--- src/logic/reg_attr_map.svh ---
// constants for the register bit attribute cells: indices, widths, reset values,
// immunity masks. assumes inclusion from the bank and the bench only.
`ifndef REG_ATTR_MAP_SVH
`define REG_ATTR_MAP_SVH

// ---------------------------------------------------------------
// access port geometry
// ---------------------------------------------------------------
`define RA_SEL_W 3
`define RA_DATA_W 8

// ---------------------------------------------------------------
// register indices on the access port
// ---------------------------------------------------------------
`define RA_IDX_W1C 3'h0
`define RA_IDX_ANYCLR 3'h1
`define RA_IDX_CNT 3'h2
`define RA_IDX_LATCH 3'h3
`define RA_IDX_PHY 3'h4
`define RA_IDX_CTRL 3'h5
`define RA_IDX_STAT 3'h6

// ---------------------------------------------------------------
// reset values
// ---------------------------------------------------------------
`define RA_RST_W1C 8'h00
`define RA_RST_ANYCLR 8'h00
`define RA_RST_CNT 8'h00
`define RA_RST_LATCH 8'h00
`define RA_RST_PHY 8'h00
`define RA_RST_CTRL 8'h00

// ---------------------------------------------------------------
// per-bit immunity masks (1 = bit keeps its value on that reset class)
// ---------------------------------------------------------------
`define RA_W1C_KEEP_LITE 8'h01
`define RA_W1C_KEEP_SW 8'h00
`define RA_W1C_STICKY 8'h80
`define RA_CTRL_KEEP_LITE 8'h80
`define RA_CTRL_KEEP_SW 8'h40
`define RA_CTRL_STICKY 8'h20

// ---------------------------------------------------------------
// control register field layout
// ---------------------------------------------------------------
`define RA_CTRL_SELFCLR_LSB 0
`define RA_CTRL_SELFCLR_W 4
`define RA_CTRL_W1S_LSB 4
`define RA_STAT_READY_BIT 0
// latch register: bits below this latch low, bits from it up latch high
`define RA_LAT_HIGH_LSB 4

`endif

--- src/logic/reg_attr_pkg.sv ---
// types shared by the attribute cell and the top module.
// assumes nothing of its surroundings.
`default_nettype none

package reg_attr_pkg;

   // ---------------------------------------------------------------
   // bit attribute kinds
   // ---------------------------------------------------------------
   typedef enum logic [2:0] {
      write_one_clears,
      write_any_clears,
      latch_low_clear_on_read,
      latch_high_clear_on_read,
      phy_readonly_high_latch,
      self_clearing,
      write_one_sets
   } attr_kind_e;

endpackage

`default_nettype wire

--- src/logic/attr_bit_cell.sv ---
// one storage bit with a selectable access attribute and reset immunity.
// assumes access strobes and soft reset pulses are on sys_clk.
`timescale 1ns/1ps
`default_nettype none

module attr_bit_cell #(
   parameter reg_attr_pkg::attr_kind_e KIND = reg_attr_pkg::write_one_clears,
   parameter bit KEEP_LITE = 1'b0,
   parameter bit KEEP_SW = 1'b0,
   parameter bit STICKY = 1'b0,
   parameter bit RST_VAL = 1'b0
) (
   input wire logic sys_clk,
   input wire logic nrst,
   input wire logic lite_rst,
   input wire logic sw_rst,
   input wire logic hot_rst,
   input wire logic rd_hit,
   input wire logic wr_hit,
   input wire logic wr_bit,
   input wire logic hw_in,
   output logic bit_reg
);

   logic bit_next;
   logic rst_hit;

   // ---------------------------------------------------------------
   // reset classes, filtered by the immunity flags
   // ---------------------------------------------------------------
   // hot reset input already merges function-level reset
   assign rst_hit = (lite_rst && !KEEP_LITE)
                  || (sw_rst && !KEEP_SW)
                  || (hot_rst && !STICKY);

   // next value by attribute; hardware set always beats a clearing access
   always_comb begin
      case (KIND)
         reg_attr_pkg::write_one_clears: begin
            bit_next = hw_in || (bit_reg && !(wr_hit && wr_bit));
         end
         reg_attr_pkg::write_any_clears: begin
            bit_next = hw_in || (bit_reg && !wr_hit);
         end
         reg_attr_pkg::latch_low_clear_on_read: begin
            // a low seen in the read cycle stays latched
            bit_next = rd_hit ? hw_in : (bit_reg && hw_in);
         end
         reg_attr_pkg::latch_high_clear_on_read: begin
            bit_next = hw_in || (bit_reg && !rd_hit);
         end
         reg_attr_pkg::phy_readonly_high_latch: begin
            bit_next = rd_hit ? hw_in : (bit_reg || hw_in);
         end
         reg_attr_pkg::self_clearing: begin
            // one cycle high: the action starts on that cycle
            bit_next = wr_hit && wr_bit;
         end
         default: begin
            bit_next = bit_reg || (wr_hit && wr_bit);
         end
      endcase
   end

   // storage flop
   always_ff @(posedge sys_clk or negedge nrst) begin
      if (!nrst) begin
         bit_reg <= RST_VAL;
      end else if (rst_hit) begin
         bit_reg <= RST_VAL;
      end else begin
         bit_reg <= bit_next;
      end
   end

endmodule

`default_nettype wire

--- src/logic/reg_attr_bank.sv ---
// register bank built from attribute cells, with a plain access port.
// assumes access strobes, soft resets and init_done come from sys_clk logic.
`timescale 1ns/1ps
`default_nettype none
`include "reg_attr_map.svh"

module reg_attr_bank (
   input wire logic sys_clk,
   input wire logic nrst,
   input wire logic lite_rst,
   input wire logic sw_rst,
   input wire logic hot_rst,
   input wire logic flr_rst,
   input wire logic init_done,
   input wire logic rd_stb,
   input wire logic wr_stb,
   input wire logic [`RA_SEL_W-1:0] acc_sel,
   input wire logic [`RA_DATA_W-1:0] wr_data,
   input wire logic [`RA_DATA_W-1:0] hw_evt,
   input wire logic cnt_inc,
   input wire logic [3:0] cond_low,
   input wire logic [3:0] cond_high,
   input wire logic [`RA_DATA_W-1:0] phy_cond,
   output logic [`RA_DATA_W-1:0] rd_data_reg,
   output logic ready_reg,
   output logic [`RA_CTRL_SELFCLR_W-1:0] cmd_pulse,
   output logic [3:0] ctrl_en
);

   localparam int W = `RA_DATA_W;
   localparam logic [W-1:0] W1C_LITE = `RA_W1C_KEEP_LITE;
   localparam logic [W-1:0] W1C_SW = `RA_W1C_KEEP_SW;
   localparam logic [W-1:0] W1C_STK = `RA_W1C_STICKY;
   localparam logic [W-1:0] W1C_RST = `RA_RST_W1C;
   localparam logic [W-1:0] ANYCLR_RST = `RA_RST_ANYCLR;
   localparam logic [W-1:0] LAT_RST = `RA_RST_LATCH;
   localparam logic [W-1:0] PHY_RST = `RA_RST_PHY;
   localparam logic [W-1:0] CTL_LITE = `RA_CTRL_KEEP_LITE;
   localparam logic [W-1:0] CTL_SW = `RA_CTRL_KEEP_SW;
   localparam logic [W-1:0] CTL_STK = `RA_CTRL_STICKY;
   localparam logic [W-1:0] CTL_RST = `RA_RST_CTRL;

   logic hot_any;
   logic any_rst;
   logic [W-1:0] w1c_q;
   logic [W-1:0] anyclr_q;
   logic [W-1:0] lat_q;
   logic [W-1:0] lat_in;
   logic [W-1:0] phy_q;
   logic [W-1:0] ctl_q;
   logic [W-1:0] cnt_reg;
   logic [W-1:0] cnt_next;
   logic [W-1:0] rd_data_next;
   logic ready_next;
   logic rd_w1c, rd_anyclr, rd_cnt, rd_lat, rd_phy, rd_ctl;
   logic wr_w1c, wr_anyclr, wr_cnt, wr_lat, wr_phy, wr_ctl;

   // ---------------------------------------------------------------
   // access decode
   // ---------------------------------------------------------------
   // shared by the read and the write strobes
   function automatic logic sel_is(input logic [`RA_SEL_W-1:0] sel,
                                   input logic [`RA_SEL_W-1:0] idx);
      sel_is = (sel == idx);
   endfunction

   assign rd_w1c = rd_stb && sel_is(acc_sel, `RA_IDX_W1C);
   assign rd_anyclr = rd_stb && sel_is(acc_sel, `RA_IDX_ANYCLR);
   assign rd_cnt = rd_stb && sel_is(acc_sel, `RA_IDX_CNT);
   assign rd_lat = rd_stb && sel_is(acc_sel, `RA_IDX_LATCH);
   assign rd_phy = rd_stb && sel_is(acc_sel, `RA_IDX_PHY);
   assign rd_ctl = rd_stb && sel_is(acc_sel, `RA_IDX_CTRL);
   assign wr_w1c = wr_stb && sel_is(acc_sel, `RA_IDX_W1C);
   assign wr_anyclr = wr_stb && sel_is(acc_sel, `RA_IDX_ANYCLR);
   assign wr_cnt = wr_stb && sel_is(acc_sel, `RA_IDX_CNT);
   assign wr_lat = wr_stb && sel_is(acc_sel, `RA_IDX_LATCH);
   assign wr_phy = wr_stb && sel_is(acc_sel, `RA_IDX_PHY);
   assign wr_ctl = wr_stb && sel_is(acc_sel, `RA_IDX_CTRL);

   // function-level reset acts exactly like hot reset on every cell
   assign hot_any = hot_rst || flr_rst;
   assign any_rst = lite_rst || sw_rst || hot_any;
   // low nibble latches low, high nibble latches high
   assign lat_in = {cond_high, cond_low};

   // ---------------------------------------------------------------
   // cell arrays, one generate loop covering every register except the counter and status
   // ---------------------------------------------------------------
   for (genvar i = 0; i < W; i++) begin : g_bits
      // event flags cleared by writing one
      attr_bit_cell #(
         .KIND(reg_attr_pkg::write_one_clears),
         .KEEP_LITE(W1C_LITE[i]),
         .KEEP_SW(W1C_SW[i]),
         .STICKY(W1C_STK[i]),
         .RST_VAL(W1C_RST[i])
      ) u_w1c (
         .sys_clk(sys_clk), .nrst(nrst), .lite_rst(lite_rst), .sw_rst(sw_rst),
         .hot_rst(hot_any), .rd_hit(rd_w1c), .wr_hit(wr_w1c),
         .wr_bit(wr_data[i]), .hw_in(hw_evt[i]), .bit_reg(w1c_q[i])
      );
      // same events, cleared by any write
      attr_bit_cell #(
         .KIND(reg_attr_pkg::write_any_clears),
         .RST_VAL(ANYCLR_RST[i])
      ) u_anyclr (
         .sys_clk(sys_clk), .nrst(nrst), .lite_rst(lite_rst), .sw_rst(sw_rst),
         .hot_rst(hot_any), .rd_hit(rd_anyclr), .wr_hit(wr_anyclr),
         .wr_bit(wr_data[i]), .hw_in(hw_evt[i]), .bit_reg(anyclr_q[i])
      );
      // latched conditions, released by a read
      attr_bit_cell #(
         .KIND(i < `RA_LAT_HIGH_LSB ? reg_attr_pkg::latch_low_clear_on_read
                     : reg_attr_pkg::latch_high_clear_on_read),
         .RST_VAL(LAT_RST[i])
      ) u_lat (
         .sys_clk(sys_clk), .nrst(nrst), .lite_rst(lite_rst), .sw_rst(sw_rst),
         .hot_rst(hot_any), .rd_hit(rd_lat), .wr_hit(wr_lat),
         .wr_bit(wr_data[i]), .hw_in(lat_in[i]), .bit_reg(lat_q[i])
      );
      // phy status: high until read, then tracks the cause
      attr_bit_cell #(
         .KIND(reg_attr_pkg::phy_readonly_high_latch),
         .RST_VAL(PHY_RST[i])
      ) u_phy (
         .sys_clk(sys_clk), .nrst(nrst), .lite_rst(lite_rst), .sw_rst(sw_rst),
         .hot_rst(hot_any), .rd_hit(rd_phy), .wr_hit(wr_phy),
         .wr_bit(wr_data[i]), .hw_in(phy_cond[i]), .bit_reg(phy_q[i])
      );
      // control: low nibble self-clearing commands, high nibble write-one-sets enables
      attr_bit_cell #(
         .KIND(i < `RA_CTRL_W1S_LSB ? reg_attr_pkg::self_clearing
                                    : reg_attr_pkg::write_one_sets),
         .KEEP_LITE(CTL_LITE[i]),
         .KEEP_SW(CTL_SW[i]),
         .STICKY(CTL_STK[i]),
         .RST_VAL(CTL_RST[i])
      ) u_ctl (
         .sys_clk(sys_clk), .nrst(nrst), .lite_rst(lite_rst), .sw_rst(sw_rst),
         .hot_rst(hot_any), .rd_hit(rd_ctl), .wr_hit(wr_ctl),
         .wr_bit(wr_data[i]), .hw_in(1'b0), .bit_reg(ctl_q[i])
      );
   end

   // cell flops drive these outputs directly
   assign cmd_pulse = ctl_q[`RA_CTRL_SELFCLR_LSB +: `RA_CTRL_SELFCLR_W];
   assign ctrl_en = ctl_q[W-1:`RA_CTRL_W1S_LSB];

   // ---------------------------------------------------------------
   // read-clears event counter
   // ---------------------------------------------------------------
   // an increment in the read cycle survives as a count of one
   always_comb begin
      if (rd_cnt) begin
         cnt_next = {{(W-1){1'b0}}, cnt_inc};
      end else if (cnt_inc && cnt_reg != {W{1'b1}}) begin
         cnt_next = cnt_reg + 8'h01; // saturates rather than wrapping
      end else begin
         cnt_next = cnt_reg; // writes are ignored here
      end
   end

   always_ff @(posedge sys_clk or negedge nrst) begin
      if (!nrst) begin
         cnt_reg <= `RA_RST_CNT;
      end else if (any_rst) begin
         cnt_reg <= `RA_RST_CNT;
      end else begin
         cnt_reg <= cnt_next;
      end
   end

   // ---------------------------------------------------------------
   // ready flag
   // ---------------------------------------------------------------
   // dropped by any soft reset so software never sees a half-reset block
   assign ready_next = init_done && !any_rst;

   always_ff @(posedge sys_clk or negedge nrst) begin
      if (!nrst) begin
         ready_reg <= 1'b0;
      end else begin
         ready_reg <= ready_next;
      end
   end

   // ---------------------------------------------------------------
   // read data capture
   // ---------------------------------------------------------------
   // values are sampled before the same-edge clear takes effect
   always_comb begin
      if (acc_sel == `RA_IDX_W1C) begin
         rd_data_next = w1c_q;
      end else if (acc_sel == `RA_IDX_ANYCLR) begin
         rd_data_next = anyclr_q;
      end else if (acc_sel == `RA_IDX_CNT) begin
         rd_data_next = cnt_reg;
      end else if (acc_sel == `RA_IDX_LATCH) begin
         rd_data_next = lat_q;
      end else if (acc_sel == `RA_IDX_PHY) begin
         rd_data_next = phy_q;
      end else if (acc_sel == `RA_IDX_CTRL) begin
         rd_data_next = ctl_q;
      end else if (acc_sel == `RA_IDX_STAT) begin
         rd_data_next = {{(W-1){1'b0}}, ready_reg};
      end else begin
         rd_data_next = {W{1'b0}}; // unmapped and reserved read as zero
      end
   end

   always_ff @(posedge sys_clk or negedge nrst) begin
      if (!nrst) begin
         rd_data_reg <= {W{1'b0}};
      end else if (rd_stb) begin
         rd_data_reg <= rd_data_next;
      end
   end
endmodule

`default_nettype wire

--- config.mk ---
export PLATFORM = sky130hd
export DESIGN_NAME = reg_attr_bank
export DESIGN_NICKNAME = d
export VERILOG_FILES = /design/src/logic/reg_attr_pkg.sv /design/src/logic/attr_bit_cell.sv /design/src/logic/reg_attr_bank.sv
export VERILOG_INCLUDE_DIRS = /design/src /design/src/logic
export SDC_FILE = /design/constraint.sdc
export NUM_CORES = 1
export LEC_CHECK = 0
export BUFFER_PORTS_ARGS = -buffer_cell sky130_fd_sc_hd__buf_4
export CAP_MARGIN = 40
export CORE_ASPECT_RATIO = 1.4
export CORE_MARGIN = 2
export CORE_UTILIZATION = 55
export DETAILED_ROUTE_END_ITERATION = 6
export PLACE_DENSITY_LB_ADDON = 0.2
export SYNTH_ARGS = -nofsm -noshare
export SYNTH_HDL_FRONTEND = slang
export SYNTH_HIERARCHICAL = 1
export SYNTH_SLANG_ARGS = --single-unit
--- constraint.sdc ---
create_clock -name sys_clk -period 1.7 [get_ports sys_clk]
set_input_delay 0.085 -clock sys_clk [delete_from_list [all_inputs] [get_ports sys_clk]]
set_output_delay 0.085 -clock sys_clk [all_outputs]
set_load 0.1 [all_outputs]
### Word-level counts from Yosys, hierarchy flattened

Index checks and enable logic that the tools add are counted.

* word-level logic and storage cells: 211
* bits in registers: 57

* equality and inequality tests: 7
* multiplexer cells: 62
* add/sub/neg operators: 1
* reduce and logical (&&, ||, !) cells: 98

Operators by type and width (number)
* $mux 8: 9
* $mux 1: 53
* $logic_and 1x1->1: 48
* $logic_or 1x1->1: 37
* $logic_not 1->1: 11
* $eq 3x3->1 const B: 3
* $add 8x1->8 const B: 1
* $ne 8x8->1 const B: 1
* $eq 3x2->1 const B: 2
* $eq 3x1->1 const B: 1
* $logic_not 3->1: 1
* $reduce_bool 3->1: 1

### Logic depth before layout (Yosys ltp)

Gate-level depths: netlist of run 1.

* word-level depth: 8
* gate-level depth with buffers: 6

### Hierarchy

The synthesis of run 1 kept the hierarchy.

Modules (own cells, without submodules)
* reg_attr_bank: cells an instance 153, area each 1307.5 um^2, instances 1, sequential area each 425.4 um^2
* attr_bit_cell at g_bits[0].u_anyclr ...: cells an instance 4, area each 48.8 um^2, instances 20, sequential area each 25.0 um^2
* attr_bit_cell at g_bits[1].u_w1c ...: cells an instance 4, area each 50.0 um^2, instances 6, sequential area each 25.0 um^2
* attr_bit_cell at g_bits[0].u_lat ...: cells an instance 3, area each 47.5 um^2, instances 4, sequential area each 25.0 um^2
* attr_bit_cell at g_bits[0].u_ctl ...: cells an instance 3, area each 41.3 um^2, instances 4, sequential area each 25.0 um^2
* attr_bit_cell at g_bits[5].u_ctl ...: cells an instance 3, area each 43.8 um^2, instances 3, sequential area each 25.0 um^2
* attr_bit_cell at g_bits[0].u_w1c ...: cells an instance 4, area each 43.8 um^2, instances 2, sequential area each 25.0 um^2
* attr_bit_cell at g_bits[4].u_ctl: cells an instance 3, area each 42.5 um^2, instances 1, sequential area each 25.0 um^2

### Worst setup path after synthesis of run 1

OpenSTA, ideal clock, no wires.

* kind: flip-flop to flip-flop
* start point: register g_bits[0].u_ctl.bit_reg
* end point: register rd_data_reg[0]
* period minus slack after synthesis: 1.723 ns
* stages on the path, launching flop included: 5
* buffers on the path: 0
* required time: 1.575 ns
* slack: -0.023 ns
* arrival time: 1.597 ns
* cell sequence: dfrtp_1 -> mux2_1 -> o22ai_1 -> a311oi_1 -> mux2_2

* word-level cells in the longest chain between the ends: 6

RTL lines
* start: declaration: RTL line attr_bit_cell.sv:22 `output logic bit_reg`
* start signal: assignment: RTL line attr_bit_cell.sv:72 `bit_reg <= bit_next;`
* $mux 8: RTL line reg_attr_bank.sv:202 `` end else if (acc_sel == `RA_IDX_CTRL) begin ``
* $mux 8: RTL line reg_attr_bank.sv:200 `` end else if (acc_sel == `RA_IDX_PHY) begin ``
* $mux 8: RTL line reg_attr_bank.sv:198 `` end else if (acc_sel == `RA_IDX_LATCH) begin ``
* $mux 8: RTL line reg_attr_bank.sv:196 `` end else if (acc_sel == `RA_IDX_CNT) begin ``
* $mux 8: RTL line reg_attr_bank.sv:194 `` end else if (acc_sel == `RA_IDX_ANYCLR) begin ``
* $mux 8: RTL line reg_attr_bank.sv:192 `` if (acc_sel == `RA_IDX_W1C) begin ``
* end signal: assignment: RTL line reg_attr_bank.sv:213 `rd_data_reg <= {W{1'b0}};`
* end signal: assignment: RTL line reg_attr_bank.sv:215 `rd_data_reg <= rd_data_next;`
* end: declaration: RTL line reg_attr_bank.sv:24 `` output logic [`RA_DATA_W-1:0] rd_data_reg, ``

Every way passes these cells.
A chain may end at the register's enable or synchronous reset.

### Final worst setup path of run 1

* start point: register cnt_reg[0]
* end point: register cnt_reg[0]

* word-level cells in the longest chain between the ends: 4

RTL lines
* start: declaration: RTL line reg_attr_bank.sv:51 `logic [W-1:0] cnt_reg;`
* start signal: assignment: RTL line reg_attr_bank.sv:165 `` cnt_reg <= `RA_RST_CNT; ``
* start signal: assignment: RTL line reg_attr_bank.sv:167 `` cnt_reg <= `RA_RST_CNT; ``
* start signal: assignment: RTL line reg_attr_bank.sv:169 `cnt_reg <= cnt_next;`
* $add 8x1->8: RTL line reg_attr_bank.sv:157 `cnt_next = cnt_reg + 8'h01;`
* $mux 8: RTL line reg_attr_bank.sv:156 `end else if (cnt_inc && cnt_reg != {W{1'b1}}) begin`
* $mux 8: RTL line reg_attr_bank.sv:154 `if (rd_cnt) begin`
* $mux 8: RTL line reg_attr_bank.sv:166 `end else if (any_rst) begin`

Several ways; a longest one is shown, not always the timed one. The select of a mux whose other input is x is not followed.

==> results of run 1 <==
==> layout make-up <==
type                       count  area (um2)  area share [%]
sequential                    57        1428           34.04
timing repair buffer          97       818.3           19.51
multi-input combinational    226        1687           40.21
clock buffer                  13       168.9           4.027
tap                           68       85.08           2.029
inverter                       2       7.507          0.1790
==> worst max path at each step <==
| stage | start | end | slack, ns | depth (start not counted) |
|---|---|---|---|---|
| finish | cnt_reg[0] | cnt_reg[0] | 0.20 | 5 |
| global placement | cnt_reg[0] | cnt_reg[0] | 0.27 | 5 |
| floorplan | g_bits[5].u_ctl/bit_reg | rd_data_reg[5] | 0.09 | 4 |
| global route | cnt_reg[4] | cnt_reg[4] | 0.10 | 4 |
| CTS | cnt_reg[0] | cnt_reg[0] | 0.20 | 5 |
| detailed placement | cnt_reg[0] | cnt_reg[0] | 0.23 | 5 |
==> metal layers <==
layer	up-vias	part of all wire, %
li1	1289	-
met1	1369	41
met2	59	53
met3	19	2.9
met4	0	2.5
met5	-	0
==> worst register-to-register path: stages, from the launching register on <==
cell and delay (ns):
dfrtp_1 0.44, ha_1 0.27, nand3_1 0.14, nor2_1 0.08
or3b_1 0.35, a31oi_1 0.14
==> stage by stage <==
step,worst slack (ns),std cells,util (%)
6_report,0.1959,463,75.91
2_1_floorplan,0.08553,295,-
3_3_place_gp,0.2737,424,68.14
4_1_cts,0.2014,463,75.91
3_5_place_dp,0.2296,424,68.14
5_1_grt,0.1020,463,75.91
==> cell usage in the layout (no fill, tap or decap), types with 10 or more instances in the layout <==
| cell | instances |
|---|---|
| dlygate4sd3_1 | 26 |
| nor3_2 | 29 |
| nor2_1 | 25 |
| nand2_1 | 10 |
| dfrtp_1 | 56 |
| clkbuf_8 | 12 |
| nor2b_1 | 21 |
| mux2i_1 | 15 |
| buf_4 | 69 |
| o21a_1 | 32 |
==> repair_timing <==
item / in CTS / in global routing
hold endpoints to repair: 90 / 0
setup buffers: 0 / 0
hold buffers: 26 / 0
==> power by group through the flow <==
| stage | registers (mW) | clock network, mW | logic [mW] |
|---|---|---|---|
| finish | 1.41 | 1.12 | 0.620 |
| global route | 1.42 | 1.19 | 0.654 |
| CTS | 1.41 | 1.13 | 0.618 |
| detailed placement | 1.44 | 0 | 0.569 |
| global placement | 1.44 | 0 | 0.562 |
| floorplan | 1.59 | 0 | 0.159 |
==> impl_results.md, run 1 <==
- Num CTS Buffers: 9
- Flop pwr share: 44.8%
- Worst hold path type: input pin to flop
- Post-route ant nets: 0
- M1 GR Usage: 37.61%
- Combinational Power Share: 19.6%
- Net Switching: 0.9197 mW
- CP max FO: 7
- H-tree lvl count: 3
- Layer with the highest usage: met2
- Root buf cell: clkbuf_8
- Reg-to-reg startpoint: cnt_reg[0]
- GRT overflow: 0
- Via Count: 2736
- Post-cts resize count: 0
- Hold Crit Start: wr_data[6]
- Max Cap Violations: 0
- Internal power: 2.235 mW
- Vias per cell: 5.909
- Synth Cell Area: 0.003177 mm2
- Initial Util: 57.50%
- Post-DP HPWL: 5.539 mm
- Port bufs: 61
- Crit Path Class: flop to flop
- Grt met2 use: 50.00%
- Worst-skew pair later-pin latency: 0.34 ns
- Full die area: 0.006409 mm2
- Slew headroom: 51.08%
- Setup TNS: 0 ns
- Fin Clk Skew: 0.005421 ns
- Worst path arrival time: 1.76 ns
- Area after DPL: 0.003765 mm2
- Wire per inst: 18.69 um
- Fmax: 0.6649 GHz
- Leak: 1.850 nW
- CP Cell Sequence: ha_1, nand3_1, nor2_1, or3b_1, a31oi_1
- Startpoint types: flop
- Clock power frac: 35.5%
- Clk buf depth: 2
- Fin nets: 439
- Met3 Use GR: 4.077%
- Drt initial violations: 172
- Fill cells: 398
- # IOs: 62
- Fraction of layout cells with a size suffix above 1: 33.16%
- Initial antenna violation count: 0
- # DRC: 0
- CP endpoint kind: flop
- YS warnings: 6
- Fin area: 0.004194 mm2
- Gpl congestion: 0.8022
- Status: finished, final reports clean
- Clk pin slew, worst setup/hold paths: 0.06 ns
- Slew Viols, Final: 0
- Switching share of total power: 29.15%
- Hold Worst Slack: 0.02492 ns
- RSZ-0062 raised after global routing: false
- Final hold vios: 0
- Gr usage total: 30.00%
- Pin count of the biggest net entering global routing: 58
- Critical R2R Capture: cnt_reg[0]
- Post-Syn Instances: 295
- Reg2Reg Setup Slack: 0.20 ns
- Clk sink count: 57
- Fin crit period: 1.504 ns
- Drt pass-1 iters: 4
- Core area: 0.005525 mm2
- Endpoint of the worst hold path: g_bits[6].u_ctl/bit_reg
- Pwr Density: 752.3 mW/mm2
- Power, Total: 3.155 mW
- Critical Path RT: 1.96 ns
- Syn Nets: 341
- Max incr delay on CP: 0.44 ns
- Pin slew with the least headroom to its limit: 0.7339 ns
- Chip Width: 68.23 um
- Avg Inst Size Synth: 10.77 um2
- Vias in the first global route: 2851
- CP Buf/Inv Count: 0
- Final wirelength: 8.655 mm
- ANT cells: 0
- First-pass GRT wire length: 13.89 mm
- Fin crit share: 88.47%
- # setup viols final: 0
- Area grow syn2layout: 32.02%
- Min-Delay Path Depth: 3
- CTS tree: yes
- Reg2Reg Depth: 5
- Top delay family on crit path: simple AND/OR/NAND/NOR gates
- Die Y: 93.93 um
- Slowest cell on crit path: dfrtp_1
- Row count: 32
- Peak VDD IR: 543.9 uV
Power figures use the tool's default switching activity.
==> run 2: changes to the inputs <==
--- a/config.mk
+++ b/config.mk
@@ -6,11 +6,12 @@
 export SDC_FILE = /design/constraint.sdc
 export NUM_CORES = 1
 export LEC_CHECK = 0
+export ABC_AREA = 1
 export BUFFER_PORTS_ARGS = -buffer_cell sky130_fd_sc_hd__buf_4
 export CAP_MARGIN = 40
 export CORE_ASPECT_RATIO = 1.4
 export CORE_MARGIN = 2
-export CORE_UTILIZATION = 55
+export CORE_UTILIZATION = 56
 export DETAILED_ROUTE_END_ITERATION = 6
 export PLACE_DENSITY_LB_ADDON = 0.2
 export SYNTH_ARGS = -nofsm -noshare
==> impl_results.md, run 2 <==
- Gr usage total: 31.96%
- Worst hold path type: input pin to flop
- Fmax: 0.6409 GHz
- Leak: 2.437 nW
- Layer with the highest usage: met2
- Post-layout worst setup margin: 0.1397 ns
- Startpoint types: flop
- Via Count: 3629
- Status: finished, violations left
- Commonest non-fill, non-tap cell in the layout: nand2_1
- CTS tree: yes
- Grt met2 use: 55.85%
- Root buf cell: clkbuf_8
- Worst-skew pair later-pin latency: 0.34 ns
- Final core utilization: 75.28%
- Gpl congestion: 0.9502
- Setup TNS: 0 ns
- YS warnings: 6
- Synth Cell Area: 0.003353 mm2
- Worst slack, placed: 0.1685 ns
- Clk buf depth: 2
- Syn Nets: 558
- Area grow syn2layout: 30.71%
- ANT cells: 0
- Dpl cells: 648
- Row count: 33
- GRT overflow: 0
- Failing checks: negative hold slack
- Max Cap Violations: 0
- Final hold vios: 1
- M1 GR Usage: 35.28%
- Post-route ant nets: 0
- Fraction of layout cells with a size suffix above 1: 17.48%
- Port bufs: 61
- Num CTS Buffers: 9
- Peak VDD IR: 590.0 uV
- Pin count of the biggest net entering global routing: 58
- Hold Worst Slack: -0.002380 ns
- CP endpoint kind: flop
- Final wirelength: 9.986 mm
- Avg Inst Size Synth: 6.549 um2
- Fin Clk Skew: 0.009511 ns
- Power, Total: 3.127 mW
- Drt pass-1 iters: 5
- Fin nets: 660
- Worst path arrival time: 1.84 ns
- # setup viols final: 0
- Chip Width: 69.40 um
- Post-DP HPWL: 6.791 mm
- Post-Layout Cell Count: 688
- Full die area: 0.006632 mm2
- Most frequent cells in the layout: nand2_1, nor2_1, inv_1
- Wire per inst: 14.51 um
- CP max FO: 5
- Fin crit period: 1.560 ns
- Fin crit share: 91.78%
- Critical Path RT: 1.98 ns
- Drt initial violations: 276
- # DRC: 0
- Vias in the first global route: 3594
- Met3 Use GR: 4.440%
- Clk sink count: 57
- Post-Syn Instances: 512
- Initial Util: 57.60%
- Slew Viols, Final: 0
- Die Y: 95.56 um
- Slew headroom: 50.69%
- Pwr Density: 713.4 mW/mm2
- Pin slew with the least headroom to its limit: 0.7397 ns
- Initial antenna violation count: 0
- Vias per cell: 5.275
- Crit Path Class: flop to flop
- First-pass GRT wire length: 16.40 mm
- H-tree lvl count: 3
- Clk pin slew, worst setup/hold paths: 0.07 ns
- # IOs: 62
- Core area: 0.005822 mm2
run 2: worst paths after layout:
check                           slack [ns]                         end           start  cells after the start
worst max register to register        0.14                  cnt_reg[6]      cnt_reg[0]                      9
min in group asynchronous             0.34                   ready_reg            nrst                      2
worst min register to register        0.49              rd_data_reg[0]  rd_data_reg[0]                      2
max in group asynchronous             0.85  g_bits[7].u_anyclr/bit_reg            nrst                      2
worst min-delay path                -0.002     g_bits[2].u_lat/bit_reg     cond_low[2]                      3
worst max-delay path                  0.14                  cnt_reg[6]      cnt_reg[0]                      9
run 2: final cells by class:
type                            instances  area, um2
Multi-Input combinational cell        349       1525
Timing Repair Buffer                   96      783.3
Inverter                              101      379.1
Tap cell                               70      87.58
Fill cell                             455       1439
Sequential cell                        57       1426
Clock inverter                          2      12.51
Clock buffer                           13      168.9
run 2: critical path, stage by stage (launching register included):
cell,delay [ns]
dfrtp_1,0.43
ha_1,0.27
inv_1,0.08
nor2_2,0.17
nand2_1,0.07
nand2_1,0.13
nand2_2,0.10
inv_2,0.11
nand2_1,0.06
nand2_1,0.06
run 2: metal layers:
| metal | part of all wire, % | vias to the layer above |
|---|---|---|
| met5 | 0 | - |
| met4 | 5.9 | 0 |
| met3 | 5.0 | 55 |
| met2 | 51 | 138 |
| met1 | 38 | 1690 |
| li1 | - | 1746 |
run 2: power breakdown:
group	total, mW	switching [mW]	internal (mW)
combinational	0.554	0.356	0.198
clock	1.17	0.535	0.638
sequential	1.40	0.0169	1.38
total	3.13	0.907	2.22
run 2: metrics by stage:
stage | hold slack (ns) | cell area (um2)
4_1_cts | 0.002090 | 4379
2_1_floorplan | -0.2106 | 3353
3_5_place_dp | 0.1941 | 3948
6_report | -0.002380 | 4383
3_3_place_gp | 0.1974 | 3948
5_1_grt | 0.009769 | 4383
run 2: what timing repair did:
action                                  CTS  global route
endpoints found under the setup margin    0             1
hold buffers                             25             0
buffers inserted                          0             0
endpoints found under the hold margin    83             0
gates resized for setup                   0             1
==> run 3: changes to the inputs <==
--- a/config.mk
+++ b/config.mk
@@ -13,6 +13,7 @@
 export CORE_MARGIN = 2
 export CORE_UTILIZATION = 56
 export DETAILED_ROUTE_END_ITERATION = 6
+export HOLD_SLACK_MARGIN = 0.12
 export PLACE_DENSITY_LB_ADDON = 0.2
 export SYNTH_ARGS = -nofsm -noshare
 export SYNTH_HDL_FRONTEND = slang
==> impl_results.md, run 3 (synthesis results as in run 2) <==
- Critical Path RT: 1.98 ns
- First-pass GRT wire length: 16.72 mm
- Dpl cells: 648
- Post-Layout Cell Count: 700
- # setup viols final: 0
- Area grow syn2layout: 34.44%
- Vias per cell: 5.311
- Die Y: 95.56 um
- Gpl congestion: 0.9502
- Crit Path Class: flop to flop
- Root buf cell: clkbuf_8
- Met3 Use GR: 4.651%
- Post-DP HPWL: 6.791 mm
- # IOs: 62
- Layer with the highest usage: met2
- Grt met2 use: 57.29%
- Leak: 2.489 nW
- Post-layout worst setup margin: 0.1252 ns
- Num CTS Buffers: 9
- Fin nets: 672
- Hold Worst Slack: 0.1293 ns
- Post-route ant nets: 0
- Final wirelength: 10.20 mm
- Chip Width: 69.40 um
- Startpoint types: flop
- CP max FO: 5
- Drt initial violations: 296
- Pwr Density: 698.9 mW/mm2
- Clk pin slew, worst setup/hold paths: 0.07 ns
- CP endpoint kind: flop
- Peak VDD IR: 599.7 uV
- Worst slack, placed: 0.1685 ns
- Via Count: 3718
- M1 GR Usage: 36.30%
- GRT overflow: 0
- Fin Clk Skew: 0.007367 ns
- Worst-skew pair later-pin latency: 0.34 ns
- Clk sink count: 57
- Slew headroom: 50.84%
- Multi-input logic area: 0.001530 mm2
- ANT cells: 0
- Fmax: 0.6350 GHz
- Full die area: 0.006632 mm2
- CTS tree: yes
- Final core utilization: 77.43%
- Vias in the first global route: 3689
- Pin slew with the least headroom to its limit: 0.7374 ns
- # DRC: 0
- Core area: 0.005822 mm2
- Status: finished, final reports clean
- Post-CTS Setup Bufs: 0
- Port bufs: 61
- Initial Util: 57.60%
- Worst hold path type: input pin to flop
- Most frequent cells in the layout: nand2_1, nor2_1, inv_1
- Register area: 0.001426 mm2
- Initial antenna violation count: 0
- Wire per inst: 14.57 um
- H-tree lvl count: 3
- Power, Total: 3.151 mW
- Commonest non-fill, non-tap cell in the layout: nand2_1
- Gr usage total: 32.66%
- Fill cells: 422
- Max Cap Violations: 0
- Fin crit period: 1.575 ns
- Slew Viols, Final: 0
- Final hold vios: 0
- Worst path arrival time: 1.85 ns
- Fin crit share: 92.64%
- Drt pass-1 iters: 5
- Fraction of layout cells with a size suffix above 1: 17.46%
- Clk buf depth: 2
- Pin count of the biggest net entering global routing: 58
- Row count: 33
## run 3: where the power goes
part,switching (mW),internal [mW]
logic,0.363,0.216
clock network,0.535,0.638
registers,0.0169,1.38
## run 3: layer usage
layer / up-vias / share of wire, %
met5: - / 0
met4: 0 / 5.8
met3: 52 / 6.3
met2: 171 / 51
met1: 1720 / 37
li1: 1775 / -
## run 3: what timing repair did
action / CTS / global route
setup endpoints to repair: 0 / 4
hold endpoints to repair: 100 / 0
hold buffers: 37 / 0
gates resized for setup: 0 / 3
## run 3: area by class of cell
type / instances / share of cell area, %
Clock buffer: 13 / 3.747
Clock inverter: 2 / 0.2775
Inverter: 101 / 8.410
Multi-Input combinational cell: 349 / 33.94
Sequential cell: 57 / 31.64
Tap cell: 70 / 1.943
Timing Repair Buffer: 108 / 20.04
## run 3: final timing paths
path	from	to	slack, ns	depth (start not counted)
max	cnt_reg[0]	cnt_reg[6]	0.13	9
min	cnt_inc	cnt_reg[2]	0.13	5
max reg2reg	cnt_reg[0]	cnt_reg[6]	0.13	9
min reg2reg	rd_data_reg[0]	rd_data_reg[0]	0.49	2
max in group asynchronous	nrst	g_bits[6].u_lat/bit_reg	0.86	2
min in group asynchronous	nrst	ready_reg	0.34	2
## run 3: stage by stage
| step | TNS (ns) | instance area (um2) |
|---|---|---|
| floorplan | 0 | 3353 |
| global placement | 0 | 3948 |
| detailed placement | 0 | 3948 |
| CTS | 0 | 4499 |
| global route | -0.0005098 | 4508 |
| finish | 0 | 4508 |
## run 3: worst max-delay path: stages, from the launching register on
cell and delay, ns:
dfrtp_1 0.44, ha_1 0.27, inv_1 0.08, nor2_2 0.18
nand2_1 0.07, nand2_1 0.13, nand2_2 0.10, inv_2 0.11
nand2_1 0.06, nand2_1 0.06
